## src/common/ref_ctrl_pkg.sv

```systemverilog
/*
  Constants for the reference validation and interrupt clearing register bank:
  register indices, field positions, reset values and synchroniser depth.
  Assumes a 32-bit APB slave where each register index maps to byte address 4*index.
*/
package ref_ctrl_pkg;

	// Register indices (byte address = 4 * index)
	localparam int             IDX_W                 = 14;
	localparam logic [13:0]    IDX_REF_IRQ_CLEAR     = 14'h0A08;
	localparam logic [13:0]    IDX_RESERVED_CLEAR    = 14'h0A09;
	localparam logic [13:0]    IDX_PHASE_STEP_CTRL   = 14'h0A0A;
	localparam logic [13:0]    IDX_FORCED_TIMEOUT    = 14'h0A0B;
	localparam logic [13:0]    IDX_INVALID_OVERRIDE  = 14'h0A0C;
	localparam logic [13:0]    IDX_BYPASS_CTRL       = 14'h0A0D;
	localparam logic [13:0]    IDX_IRQ_STATUS        = 14'h0D02;
	localparam logic [13:0]    IDX_IRQ_MASK          = 14'h0E00;
	localparam logic [13:0]    IDX_REF_STATE         = 14'h0E01;

	// Reference count and per-reference field layout of the interrupt bytes
	localparam int             NUM_REFS              = 2;
	localparam int             REF_STRIDE            = 4;
	localparam int             BIT_FAULT             = 0;
	localparam int             BIT_FAULT_CLEARED     = 1;
	localparam int             BIT_VALIDATED         = 2;
	localparam logic [7:0]     IRQ_USED_BITS         = 8'h77;

	// Phase offset command bits
	localparam int             BIT_PHASE_ZERO        = 2;
	localparam int             BIT_PHASE_DEC         = 1;
	localparam int             BIT_PHASE_INC         = 0;

	// Reference state readback: valid in [1:0], effective fault in [5:4]
	localparam int             STATE_VALID_LSB       = 0;
	localparam int             STATE_FAULT_LSB       = 4;

	// Values after reset
	localparam logic [1:0]     OVERRIDE_RESET        = 2'h0;
	localparam logic [1:0]     BYPASS_RESET          = 2'h0;
	localparam logic [7:0]     IRQ_STATUS_RESET      = 8'h00;
	localparam logic [7:0]     IRQ_MASK_RESET        = 8'h00;
	localparam logic [31:0]    RDATA_RESET           = 32'h0000_0000;

	// Synchroniser depth for pin inputs
	localparam int             SYNC_STAGES           = 2;

endpackage : ref_ctrl_pkg

```

## src/rtl/ref_validation_irq_clear_ctrl.sv

```systemverilog
/*
  Write-triggered control bank for two reference inputs: interrupt monitor with
  clearing, phase offset step commands, forced validation timeout, monitor
  override and monitor bypass, reached over APB (one wait state per transfer).
  Assumes the phase accumulator and validation timers sit outside and act on
  the one-cycle pulses; reference fault inputs arrive asynchronously.
*/
// Added by the designer: the APB register port.
//
// Contract
// Writing 1 to bits 6, 5, 4 of the clear register clears the second input's validated, fault-cleared and fault interrupt bits.
// Writing 1 to bits 2, 1, 0 of the clear register clears the first input's validated, fault-cleared and fault interrupt bits.
// Writing 1 to phase control bit 2 zeroes the incremental phase offset and the bit clears itself.
// Writing 1 to phase control bit 1 subtracts one phase step once and the bit clears itself.
// Writing 1 to phase control bit 0 adds one phase step once and the bit clears itself.
// Writing 1 to forced timeout bit 1 acts as expiry of the second input's validation timer, self clearing.
// Writing 1 to forced timeout bit 0 acts as expiry of the first input's validation timer, self clearing.
// While override bit 1 is set the second input's fault is overridden and the input is invalid.
// While override bit 0 is set the first input is invalid regardless of its monitor.
// Both override bits reset to zero so no input is forced invalid after reset.
// Setting bypass bit 1 ignores the second input's monitor and starts its validation timer; resets to zero.
// Setting bypass bit 0 ignores the first input's monitor and starts its validation timer; resets to zero.
// Bypass first and then forced timeout makes that input reported valid.
// Software does not set bypass and forced timeout of one input in the same write.
// Each clearing bit written as 1 resets the matching latched interrupt bit and withdraws its request; an event in the clearing cycle keeps it set.
// Clearing bits clear themselves, no write of 0 needed.
// Command bits give one one-cycle pulse per write of 1 and read as 0; reserved bits read 0 and ignore writes.
`timescale 1ns/1ps

module ref_validation_irq_clear_ctrl (
	// Clock and reset
	input  wire logic         pclk,
	input  wire logic         presetn,
	// APB slave
	input  wire logic [15:0]  paddr,
	input  wire logic         psel,
	input  wire logic         penable,
	input  wire logic         pwrite,
	input  wire logic [31:0]  pwdata,
	output logic      [31:0]  prdata,
	output logic              pready,
	output logic              pslverr,
	// Reference monitor fault levels, asynchronous
	input  wire logic [1:0]   ref_fault_in,
	// Validation timer expiry pulses, same clock
	input  wire logic [1:0]   timer_expired,
	// Phase offset commands to the accumulator
	output logic              phase_zero_pulse,
	output logic              phase_dec_pulse,
	output logic              phase_inc_pulse,
	// Validation control per reference
	output logic      [1:0]   force_timeout_pulse,
	output logic      [1:0]   timer_start_pulse,
	output logic      [1:0]   ref_forced_invalid,
	output logic      [1:0]   monitor_bypass,
	output logic      [1:0]   ref_fault_eff,
	output logic      [1:0]   ref_valid,
	// Interrupt
	output logic              irq
);

	logic [13:0]  idx;
	logic         access_done;
	logic         wr_en;
	logic         rd_miss;
	logic [31:0]  rd_data;
	logic [1:0]   fault_sync;
	logic [2:0]   phase_cmd_q;
	logic [1:0]   force_q;
	logic [1:0]   start_q;
	logic [1:0]   override_q;
	logic [1:0]   bypass_q;
	logic [1:0]   fault_eff_q;
	logic [1:0]   fault_prev_q;
	logic [1:0]   valid_q;
	logic [1:0]   valid_prev_q;
	logic [7:0]   irq_evt;
	logic [7:0]   irq_clr;
	logic [7:0]   status_d;
	logic [7:0]   status_q;
	logic [7:0]   mask_q;
	logic         irq_q;
	logic         pready_q;
	logic         pslverr_q;
	logic [31:0]  prdata_q;

	// Word index; low address bits ignored
	assign idx         = paddr[15:2];
	assign access_done = psel & penable & pready_q;
	assign wr_en       = access_done & pwrite;

	// Fault levels come from another domain
	sync_two_flop #(
		.WIDTH    (ref_ctrl_pkg::NUM_REFS)
	) u_fault_sync (
		.pclk     (pclk),
		.presetn  (presetn),
		.async_in (ref_fault_in),
		.sync_out (fault_sync)
	);

	// Read mux; command registers read as zero
	always_comb
	begin
		rd_data = 32'h0000_0000;
		rd_miss = 1'b0;
		case (idx)
			ref_ctrl_pkg::IDX_REF_IRQ_CLEAR,
			ref_ctrl_pkg::IDX_RESERVED_CLEAR,
			ref_ctrl_pkg::IDX_PHASE_STEP_CTRL,
			ref_ctrl_pkg::IDX_FORCED_TIMEOUT:   rd_data = 32'h0000_0000;
			ref_ctrl_pkg::IDX_INVALID_OVERRIDE: rd_data = {30'h0, override_q};
			ref_ctrl_pkg::IDX_BYPASS_CTRL:      rd_data = {30'h0, bypass_q};
			ref_ctrl_pkg::IDX_IRQ_STATUS:       rd_data = {24'h0, status_q};
			ref_ctrl_pkg::IDX_IRQ_MASK:         rd_data = {24'h0, mask_q};
			ref_ctrl_pkg::IDX_REF_STATE:
			begin
				rd_data[ref_ctrl_pkg::STATE_VALID_LSB +: 2] = valid_q;
				rd_data[ref_ctrl_pkg::STATE_FAULT_LSB +: 2] = fault_eff_q;
			end
			default:                            rd_miss = 1'b1;
		endcase
	end

	// One wait state: answer registered so outputs come from flops
	always_ff @(posedge pclk or negedge presetn)
	begin
		if (!presetn)
		begin
			pready_q  <= 1'b0;
			pslverr_q <= 1'b0;
			prdata_q  <= ref_ctrl_pkg::RDATA_RESET;
		end
		else if (psel && penable && !pready_q)
		begin
			pready_q  <= 1'b1;
			pslverr_q <= rd_miss;
			prdata_q  <= pwrite ? 32'h0000_0000 : rd_data;
		end
		else
		begin
			pready_q  <= 1'b0;
			pslverr_q <= 1'b0;
		end
	end

	// Phase commands: one pulse per write of 1, gone the next cycle
	always_ff @(posedge pclk or negedge presetn)
	begin
		if (!presetn)
			phase_cmd_q <= 3'h0;
		else if (wr_en && !rd_miss && idx == ref_ctrl_pkg::IDX_PHASE_STEP_CTRL)
			phase_cmd_q <= pwdata[2:0]; // see see see
		else
			phase_cmd_q <= 3'h0;
	end

	// Forced timeout pulses, self clearing
	always_ff @(posedge pclk or negedge presetn)
	begin
		if (!presetn)
			force_q <= 2'h0;
		else if (wr_en && idx == ref_ctrl_pkg::IDX_FORCED_TIMEOUT)
			force_q <= pwdata[1:0]; // see
		else
			force_q <= 2'h0;
	end

	// Override levels; reserved bits dropped on write
	always_ff @(posedge pclk or negedge presetn)
	begin
		if (!presetn)
			override_q <= ref_ctrl_pkg::OVERRIDE_RESET;
		else if (wr_en && idx == ref_ctrl_pkg::IDX_INVALID_OVERRIDE)
			override_q <= pwdata[1:0];
	end

	// Bypass levels; a 0-to-1 write starts the validation timer
	always_ff @(posedge pclk or negedge presetn)
	begin
		if (!presetn)
		begin
			bypass_q <= ref_ctrl_pkg::BYPASS_RESET;
			start_q  <= 2'h0;
		end
		else if (wr_en && idx == ref_ctrl_pkg::IDX_BYPASS_CTRL)
		begin
			bypass_q <= pwdata[1:0];
			start_q  <= pwdata[1:0] & ~bypass_q; // see
		end
		else
			start_q  <= 2'h0;
	end

	// Per-reference validation state and interrupt events
	for (genvar i = 0; i < ref_ctrl_pkg::NUM_REFS; i++)
	begin : g_ref
		localparam int BASE = i * ref_ctrl_pkg::REF_STRIDE;

		// Override wins over the monitor; bypass hides the monitor
		always_ff @(posedge pclk or negedge presetn)
		begin
			if (!presetn)
			begin
				fault_eff_q[i]  <= 1'b0;
				fault_prev_q[i] <= 1'b0;
				valid_prev_q[i] <= 1'b0;
			end
			else
			begin
				fault_eff_q[i]  <= override_q[i] | (fault_sync[i] & ~bypass_q[i]); // see
				fault_prev_q[i] <= fault_eff_q[i];
				valid_prev_q[i] <= valid_q[i];
			end
		end

		// Fault clears validity; timer expiry or forced timeout sets it
		always_ff @(posedge pclk or negedge presetn)
		begin
			if (!presetn)
				valid_q[i] <= 1'b0;
			else if (fault_eff_q[i])
				valid_q[i] <= 1'b0; // see
			else if (force_q[i] || timer_expired[i])
				valid_q[i] <= 1'b1;
		end

		// Edges of fault and validity raise the monitor events
		assign irq_evt[BASE + ref_ctrl_pkg::BIT_FAULT]         = fault_eff_q[i] & ~fault_prev_q[i];
		assign irq_evt[BASE + ref_ctrl_pkg::BIT_FAULT_CLEARED] = ~fault_eff_q[i] & fault_prev_q[i];
		assign irq_evt[BASE + ref_ctrl_pkg::BIT_VALIDATED]     = valid_q[i] & ~valid_prev_q[i];
		assign irq_evt[BASE + 3]                               = 1'b0;

	end

	// Clear strobes from the clear register or write-one to status
	assign irq_clr = (wr_en && (idx == ref_ctrl_pkg::IDX_REF_IRQ_CLEAR ||
	                            idx == ref_ctrl_pkg::IDX_IRQ_STATUS))
	               ? (pwdata[7:0] & ref_ctrl_pkg::IRQ_USED_BITS) : 8'h00;

	// Set beats clear so an event in the clearing cycle survives
	assign status_d = irq_evt | (status_q & ~irq_clr); // see see see

	// Sticky monitor bits and mask
	always_ff @(posedge pclk or negedge presetn)
	begin
		if (!presetn)
		begin
			status_q <= ref_ctrl_pkg::IRQ_STATUS_RESET;
			mask_q   <= ref_ctrl_pkg::IRQ_MASK_RESET;
		end
		else
		begin
			status_q <= status_d;
			if (wr_en && idx == ref_ctrl_pkg::IDX_IRQ_MASK)
				mask_q <= pwdata[7:0] & ref_ctrl_pkg::IRQ_USED_BITS;
		end
	end

	// Registered level interrupt, one cycle behind status
	always_ff @(posedge pclk or negedge presetn)
	begin
		if (!presetn)
			irq_q <= 1'b0;
		else
			irq_q <= |(status_q & mask_q);
	end

	// Outputs straight from flops
	assign prdata              = prdata_q;
	assign pready              = pready_q;
	assign pslverr             = pslverr_q;
	assign phase_zero_pulse    = phase_cmd_q[ref_ctrl_pkg::BIT_PHASE_ZERO];
	assign phase_dec_pulse     = phase_cmd_q[ref_ctrl_pkg::BIT_PHASE_DEC];
	assign phase_inc_pulse     = phase_cmd_q[ref_ctrl_pkg::BIT_PHASE_INC];
	assign force_timeout_pulse = force_q;
	assign timer_start_pulse   = start_q;
	assign ref_forced_invalid  = override_q;
	assign monitor_bypass      = bypass_q;
	assign ref_fault_eff       = fault_eff_q;
	assign ref_valid           = valid_q;
	assign irq                 = irq_q;
endmodule : ref_validation_irq_clear_ctrl

```

## src/rtl/sync_two_flop.sv

```systemverilog
/*
  Two-flop level synchroniser, one chain per bit.
  Assumes inputs are quasi-static levels; pulses shorter than two clocks may be lost.
*/
`timescale 1ns/1ps

module sync_two_flop #(
	parameter int WIDTH = 2
) (
	// Clock and reset
	input  wire logic               pclk,
	input  wire logic               presetn,
	// Data
	input  wire logic [WIDTH-1:0]   async_in,
	output logic      [WIDTH-1:0]   sync_out
);

	logic [WIDTH-1:0] meta_q;

	// First stage feeds only the second stage
	always_ff @(posedge pclk or negedge presetn)
	begin
		if (!presetn)
		begin
			meta_q   <= '0;
			sync_out <= '0;
		end
		else
		begin
			meta_q   <= async_in;
			sync_out <= meta_q;
		end
	end

endmodule : sync_two_flop

```

## config.mk

```make
export PLATFORM = sky130hd
export DESIGN_NAME = ref_validation_irq_clear_ctrl
export DESIGN_NICKNAME = d
export VERILOG_FILES = /design/src/common/ref_ctrl_pkg.sv /design/src/rtl/ref_validation_irq_clear_ctrl.sv /design/src/rtl/sync_two_flop.sv
export SDC_FILE = /design/constraint.sdc
export NUM_CORES = 1
export LEC_CHECK = 0
export BUFFER_PORTS_ARGS = -buffer_cell sky130_fd_sc_hd__clkbuf_2
export CAP_MARGIN = 10
export CORE_MARGIN = 1.5
export CORE_UTILIZATION = 49
export CTS_BUF_LIST = sky130_fd_sc_hd__clkbuf_16
export DETAILED_ROUTE_END_ITERATION = 10
export PLACE_DENSITY = 0.95
export SYNTH_ARGS = -nofsm -noshare
export SYNTH_HDL_FRONTEND = slang
export SYNTH_SLANG_ARGS = --single-unit
```

## constraint.sdc

```tcl
create_clock -name pclk -period 3.1 [get_ports pclk]
set_input_delay 0.155 -clock pclk [delete_from_list [all_inputs] [get_ports pclk]]
set_output_delay 0.155 -clock pclk [all_outputs]
set_load 0.01 [all_outputs]
```

==> key figures, run 1 <==
Outcome
  • Run status: completed

Timing
  • Period Utilization, post-route: about three fifths
  • Slew @ Worst Pin: between 1 and 1.5 ns
  • Layout Skew: around 0.0022 ns
  • Unrepaired setup endpoints after global routing: false
  • Final setup fails: 0
  • Setup TNS: 0 ns
  • Final number of hold-violating endpoints: 0
  • Slew Limit Fails: 0
  • F_max: 522.8 MHz
  • Fin crit period: approximately 1.9 ns
  • Max_slew headroom: 30.56%

GRT
  • Initial antenna violation count: 0
  • First-pass GRT wire length: roughly 7500 um
  • Pin count of the biggest net entering global routing: 45
  • All-layer global routing usage: 19.79%
  • Total grt overflow: 0
  • Number of global-route vias before repair: between 1500 and 2000

Worst setup path
  • Worst setup EP type: flop
  • CP peak stage delay: about 0.77 ns
  • Setup CP Type: flop to flop
  • Setup crit start kind: flop
  • Crit-path most repeated cell: o21ai_0
  • R2r startpoint: pready
  • Delay-heaviest family, CP: simple AND/OR/NAND/NOR gates
  • Crit path cell chain: nor4bb_1, and4bb_2, o21ai_0, o21ai_0
  • Max FO, Critical Path: 5
  • Crit-path slowest cell: nor4bb_1
  • Worst R2R Path Depth: 4
  • R2r setup slk: 1.19 ns
  • WP data arrival: approximately 2.1 ns
  • Worst path bufs/invs: 0
  • Reg2reg end: prdata[5]
  • CP Data Required Time: 3.30 ns

Worst hold path
  • Worst Hold Class: input port to asynchronous set/reset pin

CTS
  • CTS Hold Bufs: 2
  • Post-CTS sizing: 0
  • Clk root buf: clkbuf_16
  • CTS clk-pin slew, worst paths: around 0.06 ns
  • CTS tree: done
  • Clock latency on the worst-skew pair: 0.28 ns
  • Htree depth: 2
  • Clock buffer depth: 2
  • Setup Buffers After CTS: 0
  • Num CTS Buffers: 5
  • CTS Sinks: 44

Logic synthesis
  • Most used flip-flop cell after synthesis: dfrtp_1
  • Distinct cell type count after synthesis: a little over 40
  • Ranking of synthesized cells by area: dfrtp_1 (50%), buf_4 (9.3%), mux2_2 (6.2%)
  • Area leader, netlist: dfrtp_1
  • Top cell type's share of synthesized area: between 50% and 60%
  • Syn Area/Cell: approximately 11 sq um
  • Post-synth ARST share: between 90% and 100%
  • Post-synth top cells: dfrtp_1 (44), buf_4 (27), inv_1 (15)
  • Yosys warnings: 0
  • Most numerous cell in the Yosys netlist: dfrtp_1
  • Sequential area share after synthesis: 50.40%
  • Syn Inst Count: slightly above 200
  • Post-synth EDFFs: 0
  • Number of synthesized register bits: 44
  • Mapped Area: approximately 2200 sq um

Die
  • DIE WIDTH: between 60 and 70 um
  • Starting Density: 50.52%
  • Die Ht: roughly 70 um
  • Full die area: approximately 4900 sq um
  • Site row count: 24
  • Boundary Pins: approximately 110
  • Core Box Area: between 4000 and 5000 sq um

Pwr
  • Clock power frac: a little over two fifths
  • Lkg Pwr: 1.288 nW
  • Peak supply drop: 0.0004334 V
  • Switch Pwr: about 0.26 mW
  • Register share of total power: between 50 and 60%
  • Gate power share: just over 7%
  • Power Internal: 0.8937 mW
  • PD cells: 455.8 nW/um^2
  • Switching part of the total power: between 20% and 30%

Drt
  • Final ANT Viol Nets: 0
  • Vias: 1690
  • First DRT Iteration DRCs: 103
  • Drt pass-1 iters: 4
  • WL/cell: between 15 and 20 um
  • Routed WL: ~4700 um
  • # DRC: 0
  • Vias per inst: 5.487

Placed design
  • RD Place Congestion: approximately 0.90
  • Detailed placement HPWL: about 3500 um
  • I/O Buffers: 52
  • Inst Count DP: approximately 300

Layout
  • Ant. Diodes: 0
  • Layout cell share with drive strength beyond 1: between 30% and 40%
  • Filler Cell Count: 380
  • Layout Area Growth over Synthesis: 15.41%
  • Register Area: between 1000 and 1500 sq um
  • Final Net Count: around 310
  • Area of the multi-input gates: between 800 and 900 sq um
  • Final Instance Count excl. Fillers: 308

Flow run
  • Max Cap Violations: 0
## layer usage
layer	part of all wire (%)	vias up	GRT usage, %
li1	-	776	-
met1	43	841	26.46
met2	50	66	31.53
met3	6.3	7	6.977
met4	1.0	0	3.846
met5	0	-	0
## cells by family after synthesis
logic type / Yosys count / synth area share, %
AND/OR/NAND/NOR: 61 / 16.90
buffers and inverters: 47 / 13.40
flip-flops: 44 / 50.40
AO/OA/AOI/OAI: 33 / 11.11
multiplexers: 16 / 8.018
other: 1 / 0.1717
## worst max path at each step
stage | endpoint | start | cells after the start | slack (ns)
3_3_place_gp | mask_q[4] | paddr[15] | 5 | 1.06
6_report | prdata[5] | pready | 4 | 1.19
5_1_grt | prdata[5] | pready | 4 | 1.05
2_1_floorplan | monitor_bypass[0] | paddr[6] | 6 | 1.29
3_5_place_dp | mask_q[0] | paddr[15] | 5 | 1.04
4_1_cts | prdata[5] | pready | 4 | 1.22
## cell usage in the layout (no fill, tap or decap), types with 3 or more instances in the layout
cell	synthesis	final
o21ai_0	5	5
nand4_1	3	3
nor2_1	10	10
nor4_1	3	3
a211oi_1	4	4
inv_1	15	16
mux2i_1	4	4
o22ai_1	4	4
a32oi_1	4	4
nor3_1	6	6
dfrtp_1	44	44
clkbuf_2	0	52
conb_1	1	26
nor2b_1	3	3
nand2_1	12	12
a22oi_1	5	5
nor3b_1	3	3
mux2_2	12	12
clkbuf_16	0	5
nand3_1	7	7
## through the flow
stage / area (sq um) / worst slack, ns / power, mW / hold WS (ns) / utilization (%)
after floorplan: 2278 / 1.292 / 0.6535 / -0.1406 / -
after global placement: 2367 / 1.064 / 0.6674 / 0.2637 / 54.75
after detailed placement: 2367 / 1.041 / 0.6694 / 0.2668 / 54.75
after CTS: 2521 / 1.219 / 1.155 / 0.08482 / 58.30
after global routing: 2521 / 1.047 / 1.194 / 0.1016 / 58.30
final: 2521 / 1.187 / 1.149 / 0.04940 / 58.30
## area by class of cell
| class | instances | share of cell area, % |
|---|---|---|
| clock buffers | 5 | 4.963 |
| clock inverters | 2 | 0.3474 |
| inverters | 15 | 2.233 |
| repair buffers | 54 | 11.12 |
| flip-flops and latches | 44 | 43.67 |
| well taps | 52 | 2.581 |
| multi-input cells | 136 | 35.09 |
## sequential cells by signal, summed over array words and instances, names as in the netlist
| signal | count |
|---|---|
| status_q | 6 |
| ref_fault_eff | 2 |
| force_timeout_pulse | 2 |
| mask_q | 6 |
| phase_cmd_q | 3 |
| pready | 1 |
| ref_forced_invalid | 2 |
| timer_start_pulse | 2 |
| ref_valid | 2 |
| prdata | 6 |
| u_fault_sync.sync_out | 2 |
| valid_prev_q | 2 |
| irq | 1 |
| u_fault_sync.meta_q | 2 |
| pslverr | 1 |
| monitor_bypass | 2 |
| fault_prev_q | 2 |
## power by group through the flow
| stage | Clock, mW | Combinational, mW | Sequential (mW) |
|---|---|---|---|
| after global placement | 0 | 0.0769 | 0.590 |
| after CTS | 0.494 | 0.0809 | 0.580 |
| after floorplan | 0 | 0.0624 | 0.591 |
| after detailed placement | 0 | 0.0788 | 0.591 |
| final | 0.487 | 0.0813 | 0.580 |
| after global routing | 0.523 | 0.0905 | 0.580 |
Note: power is estimated with default switching activity, not from simulation.
==> run 2: changes to the inputs <==
CORE_UTILIZATION = 41   (was 49)
PLACE_DENSITY = 0.87   (was 0.95)
clock period = 1.62 ns   (was 3.1 ns; I/O delays follow)
==> run 2 against run 1 <==
  * Sequential power increased by 91%
  * First-iteration DRC count increased by 44%
  * Largest power group is now the clock network
  * Highest routed layer unchanged
  * Flip-flop and latch count unchanged
==> key figures, run 2 (synthesized netlist as in run 1, its figures left out) <==
Worst setup path
  • Crit-path most repeated cell: o21ai_0
  • Crit path cell chain: nor4bb_1, and4bb_2, o21ai_0, o21ai_0
  • Setup CP Type: flop to flop
  • Setup crit start kind: flop
  • Max FO, Critical Path: 4 (-1)
  • Crit-path slowest cell: nor4bb_1
  • Worst R2R Path Depth: 4 (unchanged)
  • R2r startpoint: pready
  • Worst path bufs/invs: 0 (unchanged)
  • CP Data Required Time: 1.82 ns (-1.48 ns)
  • Worst setup EP type: flop
  • WP data arrival: 1.74 ns (-0.37 ns)
  • Reg2reg end: prdata[5]
  • CP peak stage delay: 0.42 ns (-0.35 ns)
  • R2r setup slk: 0.08 ns (-1.11 ns)
  • Delay-heaviest family, CP: simple AND/OR/NAND/NOR gates

CTS
  • Setup Buffers After CTS: 0 (unchanged)
  • CTS Sinks: 44 (unchanged)
  • CTS clk-pin slew, worst paths: 0.06 ns (about the same)
  • Htree depth: 2 (unchanged)
  • Clock latency on the worst-skew pair: 0.29 ns (about the same)
  • Clk root buf: clkbuf_16
  • Clock buffer depth: 2 (unchanged)
  • CTS tree: done
  • Num CTS Buffers: 5 (unchanged)

Layout
  • Ant. Diodes: 0 (unchanged)
  • Final Util: 53.77% (-4.5 points)
  • Final Instance Count excl. Fillers: 346 (+12%)
  • Design Area, Final: 2746 sq um (+8.9%)
  • Final Net Count: 332 (+6.1%)
  • Layout cell share with drive strength beyond 1: 35.87% (+5.8 points)
  • Most frequent cells in the layout: clkbuf_2 (52), dfrtp_1 (44), conb_1 (26)
  • Most common cell after layout, fill and taps aside: clkbuf_2
  • Layout Area Growth over Synthesis: 25.72%

Timing
  • Period Utilization, post-route: 95.16% (+33 points)
  • Unrepaired setup endpoints after global routing: false
  • Slew Limit Fails: 0 (unchanged)
  • Min setup slack post-route: 0.07836 ns (-1.109 ns)
  • Final number of hold-violating endpoints: 0 (unchanged)
  • Worst Hold Margin: 0.01454 ns (-0.03486 ns)
  • Final setup fails: 0 (unchanged)
  • Fin crit period: 1.542 ns (-0.3711 ns)
  • Layout Skew: 0.003114 ns (+0.0009108 ns)
  • Setup TNS: 0 ns (unchanged)
  • F_max: 648.7 MHz (+24%)

Outcome
  • Run status: completed

Die
  • Die Ht: 76.00 um (+8.9%)
  • Starting Density: 42.77% (-7.7 points)
  • Site row count: 26 (+8.3%)
  • Core Box Area: 5107 sq um (+18%)
  • DIE WIDTH: 76.00 um (+8.9%)
  • Boundary Pins: 107 (unchanged)
  • Full die area: 5775 sq um (+19%)

Drt
  • First DRT Iteration DRCs: 148 (+44%)
  • Vias: 1755 (+3.8%)
  • Vias per inst: 5.072 (-7.6%)
  • Drt pass-1 iters: 4 (unchanged)
  • # DRC: 0 (unchanged)
  • Final ANT Viol Nets: 0 (unchanged)
  • WL/cell: 14.76 um (-3.3%)
  • Routed WL: 5107 um (+8.6%)

Worst hold path
  • Worst Hold Class: input port to flop
  • Worst hold start: timer_expired[0]
  • WHS Endpoint: ref_valid[0]
  • WHS Path Cells: 3

GRT
  • Pin count of the biggest net entering global routing: 40 (-11%)
  • Initial antenna violation count: 0 (unchanged)
  • Total grt overflow: 0 (unchanged)
  • All-layer global routing usage: 18.07% (-1.7 points)
  • First-pass GRT wire length: 8114 um (+8.2%)
  • Number of global-route vias before repair: 1663 (+3.6%)

Flow run
  • Max Cap Violations: 0 (unchanged)

Pwr
  • Peak supply drop: 0.0006627 V (+53%)
  • Power Total: 2.422 mW (+110%)
  • Lkg Pwr: 1.395 nW (+8.3%)
  • PD cells: 882.0 nW/um^2 (+94%)

Placed design
  • I/O Buffers: 52 (unchanged)
  • Placed Area: 2546 sq um (+7.6%)
  • RD Place Congestion: 0.8490 (-5.9%)
  • Detailed placement HPWL: 3933 um (+13%)
  • Pre-CTS setup slack: -0.1756 ns (-1.217 ns)
  • Inst Count DP: 335 (+12%)
-- run 2: layer usage --
metal | routed length (um) | vias up | track usage, %
li1 | - | 817 | -
met1 | 2088 | 841 | 22.18
met2 | 2542 | 77 | 30.18
met3 | 349 | 20 | 4.311
met4 | 127 | 0 | 8.333
met5 | 0 | - | 0
-- run 2: how the worst max path moves through the flow --
stage	start	endpoint	slack (ns)	cells past startpoint
floorplan	paddr[8]	monitor_bypass[0]	-0.08	6
global placement	paddr[8]	force_timeout_pulse[0]	-0.12	5
detailed placement	paddr[8]	prdata[5]	-0.18	7
CTS	pready	mask_q[4]	0.08	4
global route	pready	prdata[5]	0.02	4
finish	pready	prdata[5]	0.08	4
-- run 2: area by class of cell --
class                   instances  area (sq um)
fillers                       460          2361
flip-flops and latches         44          1101
multi-input cells             136         895.9
repair buffers                 73         437.9
clock buffers                   5         125.1
well taps                      70         87.58
inverters                      15         56.30
clock inverters                 3         42.54
-- run 2: worst reg2reg max path, stage by stage, from the launching register on --
cell	delay, ns
dfrtp_1	0.40
nor4bb_1	0.42
and4bb_2	0.35
o21ai_0	0.12
o21ai_0	0.18
-- run 2: power by group --
group / total, mW / leakage, nW / internal (mW) / switching [mW]
combinational: 0.186 / 0.762 / 0.0713 / 0.115
clock: 1.13 / 0.0814 / 0.724 / 0.403
sequential: 1.11 / 0.552 / 1.11 / 0.00282
-- run 2: what timing repair did --
action / 4_1_cts / 5_1_grt
hold buffers: 3 / 0
endpoints found under the setup margin: 0 / 8
resized for setup: 0 / 1
hold endpoints to repair: 46 / 0
==> run 3: changes to the inputs <==
==> constraint.sdc (replaced) <==
create_clock -name pclk -period 1.62 [get_ports pclk]
set_input_delay 0.162 -clock pclk [delete_from_list [all_inputs] [get_ports pclk]]
set_output_delay 0.162 -clock pclk [all_outputs]
set_load 0.01 [all_outputs]
==> run 3 against run 2 <==
  * Final area increased by 0.96%
  * Clock power about the same
  * Via count increased by 1.3%
  * Critical path depth increased by 1
  * Non-clock buffer count increased by 3
  * Sequential power about the same
  * Critical path type is now input port to flop
  * Global-route usage increased by 0.28 points
  * Fmax increased by 3.8%
  * Highest routed layer unchanged
  * Largest cell class unchanged
==> key figures, run 3 (synthesized netlist as in run 1, its figures left out) <==
Outcome
  • Run status: completed

Placed design
  • Placed Area: 2556 sq um (+0.39%)
  • Detailed placement HPWL: 3785 um (-3.8%)
  • RD Place Congestion: 0.8315 (-2.1%)
  • I/O Buffers: 52 (unchanged)
  • Pre-CTS setup slack: -0.3011 ns (-0.1255 ns)
  • Inst Count DP: 338 (+0.90%)

Layout
  • Final Util: 54.29% (+0.51 points)
  • Final Instance Count excl. Fillers: 349 (+0.87%)
  • Most common cell after layout, fill and taps aside: clkbuf_2
  • Layout cell share with drive strength beyond 1: 37.63% (+1.8 points)
  • Final Net Count: 335 (+0.90%)
  • Design Area, Final: 2773 sq um (+0.96%)
  • Ant. Diodes: 0 (unchanged)
  • Most frequent cells in the layout: clkbuf_2 (52), dfrtp_1 (44), conb_1 (26)
  • Filler Cell Count: 448 (-2.6%)
  • Layout Area Growth over Synthesis: 26.92%

Timing
  • Final setup fails: 0 (unchanged)
  • Worst Hold Margin: 0.09165 ns (+0.07711 ns)
  • Period Utilization, post-route: 91.70% (-3.5 points)
  • F_max: 673.1 MHz (+3.8%)
  • Final number of hold-violating endpoints: 0 (unchanged)
  • Max_slew headroom: between 60% and 70%
  • Fin crit period: 1.486 ns (-0.05606 ns)
  • Slew @ Worst Pin: 0.5398 ns
  • Min setup slack post-route: 0.1344 ns (+0.05606 ns)
  • Unrepaired setup endpoints after global routing: false
  • Setup TNS: 0 ns (unchanged)
  • Layout Skew: 0.003472 ns (+0.0003579 ns)
  • Slew Limit Fails: 0 (unchanged)

Drt
  • Met3 routed wirelength: 345 um (-1.1%)
  • # DRC: 0 (unchanged)
  • Routed WL: 5220 um (+2.2%)
  • Final ANT Viol Nets: 0 (unchanged)
  • Wire length on met2: 2619 um (+3.0%)
  • Drt pass-1 iters: 4 (unchanged)
  • First DRT Iteration DRCs: 114 (-23%)
  • WL/cell: 14.96 um (+1.3%)
  • Vias per inst: 5.095 (+0.44%)
  • Highest Signal Layer: met4
  • Vias: 1778 (+1.3%)
  • Wire length on met1: 2169 um (+3.9%)

Worst setup path
  • CP peak stage delay: 0.53 ns (+0.11 ns)
  • Max FO, Critical Path: 6 (+2)
  • Setup crit start kind: input port
  • Worst setup EP type: flop
  • Worst path bufs/invs: 1 (+1)
  • WP data arrival: 1.68 ns (-0.06 ns)
  • Setup CP Type: input port to flop
  • Delay-heaviest family, CP: simple AND/OR/NAND/NOR gates
  • CP Data Required Time: 1.81 ns (about the same)
  • Crit-path slowest cell: or4b_4
  • Crit path cell chain: clkbuf_2, or4b_4, or2_1, or3_4, nor3_1

Pwr
  • Gate power share: 7.6% (about the same)
  • Lkg Pwr: 1.404 nW (+0.64%)
  • Clock power frac: 47.2% (+0.7 points)
  • Switching part of the total power: 22.19% (+0.71 points)
  • Power Total: 2.453 mW (+1.3%)
  • PD cells: 884.6 nW/um^2 (+0.30%)
  • Register share of total power: 45.2% (-0.6 points)
  • Power Internal: 1.908 mW (+0.34%)
  • Peak supply drop: 0.0006194 V (-6.5%)
  • Switch Pwr: 0.5443 mW (+4.6%)

Die
  • Full die area: 5775 sq um (unchanged)
  • Die Ht: 76.00 um (unchanged)
  • Site row count: 26 (unchanged)
  • Starting Density: 42.77% (unchanged)
  • Boundary Pins: 107 (unchanged)
  • DIE WIDTH: 76.00 um (unchanged)
  • Core Box Area: 5107 sq um (unchanged)

CTS
  • CTS Sinks: 44 (unchanged)
  • Htree depth: 2 (unchanged)
  • CTS clk-pin slew, worst paths: 0.06 ns (about the same)
  • Clock latency on the worst-skew pair: 0.29 ns (about the same)
  • Clock buffer depth: 2 (unchanged)
  • Num CTS Buffers: 5 (unchanged)
  • Setup Buffers After CTS: 0 (unchanged)
  • Clk root buf: clkbuf_16
  • CTS tree: done

Flow run
  • Max Cap Violations: 0 (unchanged)

GRT
  • Total grt overflow: 0 (unchanged)
  • Number of global-route vias before repair: 1711 (+2.9%)
  • First-pass GRT wire length: 8148 um (+0.42%)
  • Initial antenna violation count: 0 (unchanged)
  • All-layer global routing usage: 18.35% (+0.28 points)
  • Pin count of the biggest net entering global routing: 45 (+13%)

Worst hold path
  • Worst Hold Class: input port to flop
run 3: cell types whose count changed in the layout (fill, tap and decap cells not counted), sizes merged:
cell      delta
buf          +3
inv          +1
clkinvlp     +1
clkinv       -2
run 3: timing repair:
item                                    CTS  global route
pin swaps                                 0             1
endpoints found under the setup margin    2            10
hold buffers                              3             0
resized for setup                         0             4
hold endpoints to repair                 46             0
run 3: final timing paths:
| path | to | cells after the start | slack (ns) | from |
|---|---|---|---|---|
| min | ref_valid[0] | 3 | 0.09 | timer_expired[0] |
| max | timer_start_pulse[0] | 5 | 0.13 | paddr[8] |
| max reg2reg | mask_q[0] | 4 | 0.13 | pready |
| min reg2reg | u_fault_sync.sync_out[1] | 0 | 0.35 | u_fault_sync.meta_q[1] |
| max in group asynchronous | phase_cmd_q[0] | 3 | 0.78 | presetn |
| min in group asynchronous | ref_fault_eff[1] | 3 | 0.47 | presetn |
run 3: cell type report:
| cell class | instances | area, sq um | area share (%) |
|---|---|---|---|
| inverter | 15 | 56.30 | 2.031 |
| sequential | 44 | 1101 | 39.71 |
| timing repair buffer | 76 | 447.9 | 16.16 |
| tap | 70 | 87.58 | 3.159 |
| clock inverter | 3 | 46.29 | 1.670 |
| clock buffer | 5 | 125.1 | 4.513 |
| multi-input combinational | 136 | 908.4 | 32.76 |
run 3: layer usage:
metal  global-route usage (%)  up-vias
li1                         -      827
met1                    22.49      861
met2                    31.71       82
met3                    3.234        8
met4                    8.148        0
met5                        0        -
run 3: power by group through the flow:
stage / Clock, mW / Combinational, mW / Sequential (mW)
CTS: 1.18 / 0.184 / 1.11
floorplan: 0 / 0.120 / 1.13
global placement: 0 / 0.173 / 1.13
global route: 1.21 / 0.202 / 1.11
detailed placement: 0 / 0.177 / 1.13
finish: 1.16 / 0.185 / 1.11
run 3: tightest hold or removal path, delay by kind of cell:
family / cells / cell delay, ns
AND/OR/NAND/NOR: 2 / 0.11
buffers and inverters: 1 / 0.08
